`src/verilog/srwg_pkg.sv`:
```
/*
 package of the special register write guard: address map, reset values,
 field positions and shared decode functions.
 assumes a 32-bit peripheral address, byte wide data and one clock.
*/
// Contract
// - seven guarded registers in two groups
// - group a: five registers behind unlock a
// - group b: two registers behind unlock b
// - illegal guarded store raises protection error flag
// - software: prepare value, unlock, then guarded store
// - store or set/clear/invert bit op accepted
// - no interrupt taken while unlock is pending
// - guarded registers readable without unlock
// - five idle cycles after standby request
// - unlock data and address register match guarded store
// - error on unguarded store or stray store after unlock
// - reads between unlock and store keep unlock
// - error flag clears on reset or zero write
// - unlock registers byte wide, write-only, read undefined
package srwg_pkg;
   localparam int AW = 32;
   localparam int DW = 8;
   localparam int HW = 32;
   localparam int PROT_COUNT = 7;
   localparam logic [2:0] GROUP_A_COUNT = 3'h5;
   localparam logic [2:0] PROT_NONE = 3'h7;

   // bus operation kinds
   typedef enum logic [1:0] {
      SRWG_OP_STORE = 2'b00,
      SRWG_OP_SET = 2'b01,
      SRWG_OP_CLR = 2'b10,
      SRWG_OP_INV = 2'b11
   } srwg_op_type;

   // device address map
   localparam logic [AW-1:0] PERIPH_BASE = 32'hfffff000;
   localparam logic [AW-1:0] UNLOCK_A_ADDR = 32'hfffff1fc;
   localparam logic [AW-1:0] POWER_SAVE_ADDR = 32'hfffff1fe;
   localparam logic [AW-1:0] SYS_A_ADDR = 32'hfffff802;
   localparam logic [AW-1:0] CLOCK_SELECT_ADDR = 32'hfffff822;
   localparam logic [AW-1:0] CPU_CLOCK_ADDR = 32'hfffff828;
   localparam logic [AW-1:0] CLOCK_MONITOR_ADDR = 32'hfffff870;
   localparam logic [AW-1:0] RESET_CAUSE_ADDR = 32'hfffff888;
   localparam logic [AW-1:0] LOW_VOLTAGE_ADDR = 32'hfffff890;
   localparam logic [AW-1:0] RAM_STATUS_ADDR = 32'hfffff892;
   localparam logic [AW-1:0] SYS_B_ADDR = 32'hfffff8aa;
   localparam logic [AW-1:0] UNLOCK_B_ADDR = 32'hfffff9ec;
   localparam logic [AW-1:0] IRQ_STATUS_ADDR = 32'hfffff8b0;
   localparam logic [AW-1:0] IRQ_CLEAR_ADDR = 32'hfffff8b2;
   localparam logic [AW-1:0] IRQ_ENABLE_ADDR = 32'hfffff8b4;

   // reset values of the guarded registers, index order of prot_index
   localparam logic [PROT_COUNT-1:0][DW-1:0] PROT_RESET = {
      8'h01, 8'h00, 8'h00, 8'h00, 8'h03, 8'h0a, 8'h00};
   localparam logic [2:0] POWER_SAVE_IDX = 3'h0;
   localparam logic [2:0] RESET_CAUSE_IDX = 3'h4;

   // field positions
   localparam int ERR_BIT = 0;
   localparam int STANDBY_BIT = 1;
   localparam int NOP_COUNT = 5;
   localparam int IRQ_W = 3;
   localparam int IRQ_ERR_A = 0;
   localparam int IRQ_ERR_B = 1;
   localparam int IRQ_ACCEPT = 2;
   localparam logic [DW-1:0] BIT0 = 8'h01;

   // controller command port
   localparam logic [3:0] HOST_TARGET = 4'h0;
   localparam logic [3:0] HOST_DATA = 4'h1;
   localparam logic [3:0] HOST_CTRL = 4'h2;
   localparam logic [3:0] HOST_STATUS = 4'h3;
   localparam int CTRL_OP_LSB = 0;
   localparam int CTRL_BIT_LSB = 2;
   localparam int CTRL_UNLOCK = 5;
   localparam int CTRL_READ = 6;
   localparam int STAT_BUSY = 0;
   localparam int STAT_DATA_LSB = 8;

   // index of a guarded register, PROT_NONE for any other address
   function automatic logic [2:0] prot_index(input logic [AW-1:0] addr);
      case (addr)
         POWER_SAVE_ADDR: prot_index = 3'h0;
         CLOCK_SELECT_ADDR: prot_index = 3'h1;
         CPU_CLOCK_ADDR: prot_index = 3'h2;
         CLOCK_MONITOR_ADDR: prot_index = 3'h3;
         RESET_CAUSE_ADDR: prot_index = 3'h4;
         LOW_VOLTAGE_ADDR: prot_index = 3'h5;
         RAM_STATUS_ADDR: prot_index = 3'h6;
         default: prot_index = PROT_NONE;
      endcase
   endfunction

   // unlock register that opens the group of an address
   function automatic logic [AW-1:0] unlock_for(input logic [AW-1:0] addr);
      unlock_for = (prot_index(addr) < GROUP_A_COUNT) ? UNLOCK_A_ADDR : UNLOCK_B_ADDR;
   endfunction

   // result of a store or bit operation on a byte
   function automatic logic [DW-1:0] apply_op(input logic [DW-1:0] old,
         input logic [DW-1:0] wdata, input srwg_op_type op, input logic [2:0] bitpos);
      case (op)
         SRWG_OP_SET: apply_op = old | (BIT0 << bitpos);
         SRWG_OP_CLR: apply_op = old & ~(BIT0 << bitpos);
         SRWG_OP_INV: apply_op = old ^ (BIT0 << bitpos);
         default: apply_op = wdata;
      endcase
   endfunction
endpackage

```
`src/verilog/srwg_bus_if.sv`:
```
/*
 peripheral bus between the cpu end and the write guard.
 assumes both ends run on i_mclk; strobes last one cycle, read data
 stand in the cycle after the read strobe.
*/
`timescale 1ns/1ps
interface srwg_bus_if;
   import srwg_pkg::*;
   logic [AW-1:0] addr;
   logic [DW-1:0] wdata;
   srwg_op_type op;
   logic [2:0] bitpos;
   logic wr;
   logic rd;
   logic [DW-1:0] rdata;
   logic int_hold;

   // guard end
   modport dev (input addr, input wdata, input op, input bitpos, input wr, input rd,
      output rdata, output int_hold);
   // cpu end
   modport cpu (output addr, output wdata, output op, output bitpos, output wr,
      output rd, input rdata, input int_hold);
endinterface

```
`src/verilog/srwg_guard.sv`:
```
/*
 special register write guard: the seven guarded registers, the two
 unlock registers, both system status registers and an interrupt block.
 assumes bus inputs synchronous to i_mclk and one strobe per cycle.
*/
`timescale 1ns/1ps
module srwg_guard (
   input wire logic i_mclk,
   input wire logic i_srst,
   srwg_bus_if.dev bus,
   input wire logic [srwg_pkg::DW-1:0] i_reset_cause_set,
   output logic [srwg_pkg::PROT_COUNT-1:0][srwg_pkg::DW-1:0] o_protected,
   output logic o_err_a,
   output logic o_err_b,
   output logic o_irq
);
   import srwg_pkg::*;

   // register state
   logic [PROT_COUNT-1:0][DW-1:0] prot;
   logic pend_a;
   logic pend_b;
   logic err_a;
   logic err_b;
   logic [IRQ_W-1:0] irq_stat;
   logic [IRQ_W-1:0] irq_en;
   logic irq;
   logic [DW-1:0] rdata;
   logic int_hold;

   // next values and decode
   logic [PROT_COUNT-1:0][DW-1:0] next_prot;
   logic next_pend_a;
   logic next_pend_b;
   logic next_err_a;
   logic next_err_b;
   logic [IRQ_W-1:0] next_irq_stat;
   logic [IRQ_W-1:0] next_irq_en;
   logic next_irq;
   logic [DW-1:0] next_rdata;
   logic next_int_hold;
   logic [2:0] idx;
   logic in_a;
   logic in_b;
   logic periph_wr;
   logic accept;
   logic ev_a;
   logic ev_b;
   logic [DW-1:0] sys_a_val;
   logic [DW-1:0] sys_b_val;
   logic [IRQ_W-1:0] irq_events;
   logic [IRQ_W-1:0] irq_clr;
   logic [DW-1:0] sys_a_new;
   logic [DW-1:0] sys_b_new;
   logic [DW-1:0] en_new;

   // address decode of the current access
   always_comb begin
      idx = prot_index(bus.addr);
      in_a = (idx < GROUP_A_COUNT);
      in_b = (idx != PROT_NONE) && !in_a;
      // ram and other off-window stores neither cancel nor use an unlock
      periph_wr = bus.wr && (bus.addr >= PERIPH_BASE);
   end

   // guard decisions for one write
   always_comb begin
      // a guarded store needs its own group's unlock on the previous write
      accept = periph_wr && ((in_a && pend_a) || (in_b && pend_b));
      // error: guarded store without unlock, or stray store after unlock
      ev_a = periph_wr && ((in_a && !pend_a) ||
         (pend_a && !in_a && (bus.addr != SYS_A_ADDR)));
      ev_b = periph_wr && ((in_b && !pend_b) ||
         (pend_b && !in_b && (bus.addr != SYS_B_ADDR)));
      sys_a_val = '0;
      sys_a_val[ERR_BIT] = err_a;
      sys_b_val = '0;
      sys_b_val[ERR_BIT] = err_b;
   end

   // guarded registers, unlock state and error flags
   always_comb begin
      next_prot = prot;
      next_pend_a = pend_a;
      next_pend_b = pend_b;
      next_err_a = err_a | ev_a;
      next_err_b = err_b | ev_b;
      // status bytes as a store or bit operation would leave them
      sys_a_new = apply_op(sys_a_val, bus.wdata, bus.op, bus.bitpos);
      sys_b_new = apply_op(sys_b_val, bus.wdata, bus.op, bus.bitpos);
      if (periph_wr) begin
         // any peripheral write uses up a pending unlock
         next_pend_a = (bus.addr == UNLOCK_A_ADDR);
         next_pend_b = (bus.addr == UNLOCK_B_ADDR);
         // a blocked store leaves the register as it was
         if (accept) begin
            next_prot[idx] = apply_op(prot[idx], bus.wdata, bus.op, bus.bitpos);
         end
         // a zero written to the flag wins even over detection
         if (bus.addr == SYS_A_ADDR) begin
            next_err_a = err_a & sys_a_new[ERR_BIT];
         end
         if (bus.addr == SYS_B_ADDR) begin
            next_err_b = err_b & sys_b_new[ERR_BIT];
         end
      end
      // hardware reset cause events win over a software write
      next_prot[RESET_CAUSE_IDX] = next_prot[RESET_CAUSE_IDX] | i_reset_cause_set;
      // interrupts stay held off while an unlock waits for its store
      next_int_hold = next_pend_a | next_pend_b;
   end

   // interrupt status, clear and enable
   always_comb begin
      irq_events = '0;
      irq_events[IRQ_ERR_A] = ev_a;
      irq_events[IRQ_ERR_B] = ev_b;
      irq_events[IRQ_ACCEPT] = accept;
      irq_clr = '0;
      en_new = apply_op({{(DW-IRQ_W){1'b0}}, irq_en}, bus.wdata, bus.op, bus.bitpos);
      next_irq_en = irq_en;
      if (periph_wr && (bus.addr == IRQ_CLEAR_ADDR)) begin
         irq_clr = bus.wdata[IRQ_W-1:0];
      end
      if (periph_wr && (bus.addr == IRQ_ENABLE_ADDR)) begin
         next_irq_en = en_new[IRQ_W-1:0];
      end
      // a new event wins over a clear in the same cycle
      next_irq_stat = (irq_stat & ~irq_clr) | irq_events;
      next_irq = |(next_irq_stat & next_irq_en);
   end

   // read data, one cycle after the strobe; reads need no unlock
   always_comb begin
      next_rdata = '0;
      if (bus.rd) begin
         if (idx != PROT_NONE) begin
            next_rdata = prot[idx];
         end else if (bus.addr == SYS_A_ADDR) begin
            next_rdata = sys_a_val;
         end else if (bus.addr == SYS_B_ADDR) begin
            next_rdata = sys_b_val;
         end else if (bus.addr == IRQ_STATUS_ADDR) begin
            next_rdata = {{(DW-IRQ_W){1'b0}}, irq_stat};
         end else if (bus.addr == IRQ_ENABLE_ADDR) begin
            next_rdata = {{(DW-IRQ_W){1'b0}}, irq_en};
         end else begin
            // unlock registers are write-only and read as zero here
            next_rdata = '0;
         end
      end
   end

   // state registers
   always_ff @(posedge i_mclk) begin
      if (i_srst) begin
         prot <= PROT_RESET;
         pend_a <= 1'b0;
         pend_b <= 1'b0;
         err_a <= 1'b0;
         err_b <= 1'b0;
         irq_stat <= '0;
         irq_en <= '0;
         irq <= 1'b0;
         rdata <= '0;
         int_hold <= 1'b0;
      end else begin
         prot <= next_prot;
         pend_a <= next_pend_a;
         pend_b <= next_pend_b;
         err_a <= next_err_a;
         err_b <= next_err_b;
         irq_stat <= next_irq_stat;
         irq_en <= next_irq_en;
         irq <= next_irq;
         rdata <= next_rdata;
         int_hold <= next_int_hold;
      end
   end

   // outputs straight from the registers
   assign o_protected = prot;
   assign o_err_a = err_a;
   assign o_err_b = err_b;
   assign o_irq = irq;
   assign bus.rdata = rdata;
   assign bus.int_hold = int_hold;
endmodule

```
`src/flat_wrapper.sv`:
```
// flat-port wrapper written by rule: the top's interface ports become plain ports
module srwg_guard_flat import srwg_pkg::*;
  (i_mclk, i_srst, i_reset_cause_set, o_protected, o_err_a, o_err_b, o_irq, bus_addr, bus_wdata, bus_op, bus_bitpos, bus_wr, bus_rd, bus_rdata, bus_int_hold);
  srwg_bus_if bus_i ();
  input wire logic i_mclk;
  input wire logic i_srst;
  input wire logic [srwg_pkg::DW-1:0] i_reset_cause_set;
  output logic [srwg_pkg::PROT_COUNT-1:0][srwg_pkg::DW-1:0] o_protected;
  output logic o_err_a;
  output logic o_err_b;
  output logic o_irq;
  input wire logic [$bits(bus_i.addr)-1:0] bus_addr;
  input wire logic [$bits(bus_i.wdata)-1:0] bus_wdata;
  input wire logic [$bits(bus_i.op)-1:0] bus_op;
  input wire logic [$bits(bus_i.bitpos)-1:0] bus_bitpos;
  input wire logic [$bits(bus_i.wr)-1:0] bus_wr;
  input wire logic [$bits(bus_i.rd)-1:0] bus_rd;
  output wire logic [$bits(bus_i.rdata)-1:0] bus_rdata;
  output wire logic [$bits(bus_i.int_hold)-1:0] bus_int_hold;
  assign bus_i.addr = bus_addr;
  assign bus_i.wdata = bus_wdata;
  assign bus_i.op = bus_op;
  assign bus_i.bitpos = bus_bitpos;
  assign bus_i.wr = bus_wr;
  assign bus_i.rd = bus_rd;
  assign bus_rdata = bus_i.rdata;
  assign bus_int_hold = bus_i.int_hold;
  srwg_guard u_core (.i_mclk(i_mclk), .i_srst(i_srst), .bus(bus_i), .i_reset_cause_set(i_reset_cause_set), .o_protected(o_protected), .o_err_a(o_err_a), .o_err_b(o_err_b), .o_irq(o_irq));
endmodule
```
`config.mk`:
```
export PLATFORM = sky130hd
export DESIGN_NAME = srwg_guard_flat
export DESIGN_NICKNAME = d
export VERILOG_FILES = /design/src/verilog/srwg_pkg.sv /design/src/verilog/srwg_bus_if.sv /design/src/verilog/srwg_guard.sv /design/src/flat_wrapper.sv
export SDC_FILE = /design/constraint.sdc
export NUM_CORES = 1
export LEC_CHECK = 0
export BUFFER_PORTS_ARGS = -buffer_cell sky130_fd_sc_hd__clkbuf_2
export CORE_MARGIN = 5
export CORE_UTILIZATION = 25
export CTS_BUF_LIST = sky130_fd_sc_hd__clkbuf_2
export DETAILED_ROUTE_END_ITERATION = 10
export PLACE_DENSITY = 0.56
export SLEW_MARGIN = 10
export SYNTH_ARGS = -nofsm -noshare
export SYNTH_HDL_FRONTEND = slang
export SYNTH_SLANG_ARGS = --single-unit
```
`constraint.sdc`:
```
create_clock -name i_mclk -period 4.2 [get_ports i_mclk]
set_clock_uncertainty 0.2 [all_clocks]
set_input_delay 0.84 -clock i_mclk [delete_from_list [all_inputs] [get_ports i_mclk]]
set_output_delay 0.84 -clock i_mclk [all_outputs]
set_load 0.05 [all_outputs]
```
# Yosys cells after proc, flatten, opt, wreduce, memory -nomap -nowiden
# Index checks and enable logic that the tools add are counted.
[word_totals]
ff_bits = 76
input_bits = 57
out_inout_bits = 68
[op_classes]
magnitude_cmp = 4
eq_ne = 20
shifts = 1
mux = 27
n_bitwise = 24
reduce_logical = 26
[ops]
columns = ["op", "n"]
rows = [
  ["$eq 32x32->1 const B", 14],
  ["$mux 40", 2],
  ["$mux 8", 8],
  ["$ne 32x32->1 const B", 2],
  ["$bwmux 56", 1],
  ["$ge 32x32->1 const B", 1],
  ["$bmux 8 s3", 1],
  ["$demux 8 s3", 1],
  ["$pmux 8 s3", 1],
  ["$pmux 3 s7", 1],
  ["$logic_and 1x1->1", 16],
  ["$or 8x8->8", 2],
  ["$and 3x3->3", 3],
  ["$mux 3", 3],
  ["$pmux 3 s3", 1],
  ["$and 8x8->8", 1],
  ["$not 8->8", 1],
  ["$shl 1x3->8 const A", 1],
  ["$xor 8x8->8", 1],
  ["$mux 1", 6],
  ["$or 3x3->3", 2],
  ["$pmux 1 s3", 2],
  ["$or 1x1->1", 5],
  ["$and 1x1->1", 4],
  ["other kinds (15)", 22],
]

# Logic depth before layout (Yosys ltp)
[logic_depth]
ltp_word = 14
ltp_mapped = 18
mapped_depth_nobuf = 16

# Worst setup path after synthesis
# No wires, ideal clock.
[synth_timing]
path_type = "input to register"
startpoint = "input bus_addr[2]"
endpoint = "register u_core.prot (netlist bit u_core.o_protected[39])"
setup_time_ps = 132
t_arrival_ps = 3925
t_required_ps = 3868
setup_slack_ps = -57
cell_stages = 13
path_buffers = 1
cell_sequence = "buf_2 or3b_1 a2111o_1 o21a_4 a311oi_4 mux2i_1 a221o_1 inv_1 ha_1 inv_1 mux4_2 nor3_1 nor3_1"
[synth_via]
elab_chain_cells = 12
elab_cells_between_ends = 35
classes_between = "order compare: 4; eq/ne: 8; mux: 11; bitwise: 4; reduce/logical: 8"
[synth_rtl]
columns = ["element", "line", "source"]
rows = [
  ["start: declaration", "flat_wrapper.sv:12", "input wire logic [$bits(bus_i.addr)-1:0] bus_addr;"],
  ["$eq 32x32->1", "srwg_pkg.sv:84", "case (addr)"],
  ["$pmux 3 s7", "srwg_pkg.sv:84", ""],
  ["$bmux 8 s3", "srwg_guard.sv:97", "next_prot[idx] = apply_op(prot[idx], bus.wdata, bus.op, bus.bitpos);"],
  ["$mux 8 (not written as such)", "srwg_guard.sv:97", ""],
  ["$xor 8x8->8 (tied with other cells)", "srwg_pkg.sv:107", "SRWG_OP_INV: apply_op = old ^ (BIT0 << bitpos);"],
  ["$pmux 8 s3", "srwg_pkg.sv:104", "case (op)"],
  ["$mux 8", "srwg_guard.sv:96", "if (accept) begin"],
  ["$mux 8", "srwg_guard.sv:91", "if (periph_wr) begin"],
  ["$bwmux 56", "srwg_guard.sv:97", ""],
  ["$mux 40", "srwg_guard.sv:96", ""],
  ["$mux 40 *", "srwg_guard.sv:91", ""],
  ["$or 8x8->8 *", "srwg_guard.sv:108", "next_prot[RESET_CAUSE_IDX] = next_prot[RESET_CAUSE_IDX] | i_reset_cause_set;"],
  ["end signal: assignment", "srwg_guard.sv:168", "prot <= next_prot;"],
  ["end: declaration", "srwg_guard.sv:20", "logic [PROT_COUNT-1:0][DW-1:0] prot;"],
]
# Every way passes the cells marked *; elsewhere a longest branch is shown, timed or not. The select of a mux whose other input is x is not followed.
# A chain may end at the register's enable or synchronous reset.

# Final worst setup path
[layout_timing]
startpoint = "input bus_addr[4]"
endpoint = "register u_core.prot (netlist bit u_core.o_protected[35])"
# Same word-level chain as after synthesis.

==> flow_summary.ini <==
[power_and_ir_drop]
p_seq_share_pct = 54.5
combPwrFrac_pct = 13.2
power.internal_mw = 0.938
p_per_area_mw_per_mm2 = 224
vdd_drop_max_v = 0.000135
switching_power_mw = 0.410
leakage_nw = 2.47
sw_frac_of_total_pct = 30.4
clkPwrFrac_pct = 32.3

[worst_setup_path]
worst-path-stages = 15
cp_slowest_stage_delay_ns = 0.58
endpoint_kind = flip-flop
r2r-start = u_core.o_protected[15]
worst_setup_path_start_kind = input port
r2r_cells = 10
crit_start = bus_addr[4]
crit_fanout = 9
crit_path_top_delay_cell = mux4_2
crit_chain = clkbuf_2, or3b_1, a2111oi_0, buf_4, nor2_1, nor2_1, a311oi_4, buf_12, mux2i_1, a221oi_2, ha_1, inv_1, mux4_2, nor3_1, nor3_1
critical_path_required_ns = 4.47
path_class = in -> reg
arrival_ns = 4.22
crit_family = compound AO/OA/AOI/OAI gates
worst-path-buf-inv = 4

[drt]
dr.pass1.iters = 5
routed_wl_mm = 16.8
drt_iter0_markers = 364
dr_total_vias = 4689
drtAntennaViolNets = 0
wl_per_cell_um = 17.9
drc = 0
viasPerCell = 4.98

[grt]
globalRouteTotalUtil_pct = 15.5
antenna_found_initial = 0
grt_pass1_vias = 4499
grt_max_degree = 63
overflow = 0
grt_pass1_wl_mm = 26.2

[synthesis]
syn-num-nets = 629
yosys.cell_types.count = 69
synth_common_cells = dfxtp_1, nor2_1, mux2i_1, nand2_1, nor3_1
yosysMostFrequentCell = dfxtp_1
synth_top_area_share_pct = 32.5
synthesis.area_mm2 = 0.00467
synth.area.top_cells = dfxtp_1, mux2i_1, ha_1
ys_ff_latch = 76
ys_seq_area_share_pct = 32.5
synth_ff_type = dfxtp_1
synth_top_area_cell = dfxtp_1
synthArstFlopShare_pct = 0
synth_edf_count = 0
yosys_warnings = 0
synth_cells = 546
avgSynthCellArea_um2 = 8.56

[worst_hold_path]
hold_path.class = in -> reg
min_from = i_srst
hold_depth = 2

[layout]
drive_above_1_share_pct = 31.4
stdcell_count = 942
final_cell_area_mm2 = 0.00601
nNetsFinal = 786
syn_to_final_growth_pct = 28.6
fin_util_pct = 32.4
diodes = 0

[clock_network]
cts_made_buffers = 9
clkLatencyLatePin_ns = 0.60
cts_hold_buf = 0
cts_setup_buffers = 0
cts_resized = 0
clkTransAtPathRegs_ns = 0.22
htreeDepth = 3
clock_sinks = 76
cts.path.max_buffers = 2
cts-root-buf = clkbuf_2
cts_tree = done

[job]
cap_viol_max_count = 0

[timing]
layout_setup_ws_ns = 0.248
max_freq_mhz = 253
rsz0062_at_grt = false
drv_slew = 0
tightest_slew_ns = 0.678
max_slew_margin_pct = 54.8
setup_viol = 0
post-route-period-util_pct = 94.1
fin_crit_ns = 3.95
finalHoldViolCount = 0

[die]
die_w_um = 147
start_util_pct = 25.2
die_area_mm2 = 0.0215
std_cell_rows = 50
ios = 125
coreArea_mm2 = 0.0186
die_y_um = 147

[placed_design]
gp_congestion = 0.879
port_buffers = 124
dp_hpwl_mm = 13.2
dp_slack_ns = -0.280
dp_cells = 926
placed_cell_area_mm2 = 0.00589

[outcome]
run_status = completed
registers in the layout (all words and copies together) (netlist names):
register and cells:
u_core.o_protected 56, u_core.irq_en 3, u_core.o_err_a 1, u_core.o_err_b 1, u_core.o_irq 1, u_core.bus.rdata 8
u_core.bus.int_hold 1, u_core.pend_b 1, u_core.pend_a 1, u_core.irq_stat 3
cell families after synthesis:
logic type | Yosys count | synth area share (%)
buffers and inverters | 59 | 5.17
flip-flops | 76 | 32.5
multiplexers | 64 | 15.4
XOR/XNOR | 3 | 0.562
AND/OR/NAND/NOR | 224 | 24.1
adder cells (fa/ha/maj) | 26 | 6.96
AO/OA/AOI/OAI | 94 | 15.2
stage by stage:
step | setup TNS [ns] | hold WS (ns) | power, mW
after floorplan | 0 | 0.266 | 0.846
after global placement | -10.84 | 0.292 | 0.924
after detailed placement | -6.10 | 0.295 | 0.925
after CTS | 0 | 0.244 | 1.37
after global routing | 0 | 0.289 | 1.41
final | 0 | 0.326 | 1.35
worst paths after layout:
kind / slack [ns] / to
max reg2reg: 1.71 / u_core.o_protected[39]
max: 0.25 / u_core.o_protected[35]
min: 0.33 / u_core.irq_en[2]
min reg2reg: 0.33 / u_core.o_protected[18]
metal layers:
metal | up-vias | global-route usage (%) | wire length (um)
li1 | 2297 | - | -
met1 | 2186 | 21.8 | 8070
met2 | 184 | 24.3 | 7500
met3 | 22 | 3.27 | 1010
met4 | 0 | 3.95 | 245
met5 | - | 0 | 0
power groups by stage:
stage / Sequential (mW) / Clock [mW] / Combinational, mW
floorplan: 0.765 / 0 / 0.0815
global placement: 0.748 / 0 / 0.176
detailed placement: 0.748 / 0 / 0.177
CTS: 0.734 / 0.455 / 0.178
global route: 0.736 / 0.478 / 0.194
finish: 0.734 / 0.436 / 0.178
final cells by class:
class	instances	area [um^2]
Timing Repair Buffer	180	1070
Clock buffer	9	45.0
Tap cell	234	293
Multi-Input combinational cell	411	2920
Sequential cell	76	1520
Fill cell	1963	12600
Inverter	25	93.8
Clock inverter	7	76.3
cells in the final DEF (no fill, tap or decap), types with 4 or more instances in the layout:
cell      count
o22ai_1       6
nor3_1       29
and3_1        6
nor2_1       73
nand2_1      43
or3_1         6
o221ai_1      7
clkbuf_2    133
dfxtp_1      76
inv_1        25
a22oi_1       4
nand4_1      10
buf_4        54
a211oi_1     14
a21oi_1      17
mux4_2        6
nand2b_1      9
ha_1         26
nand3b_1      4
a221oi_2      4
or2_2         4
nand3_1       9
o21ai_0      12
and2_1        7
mux2i_1      55
No activity file was read; power rests on OpenSTA's default activity.
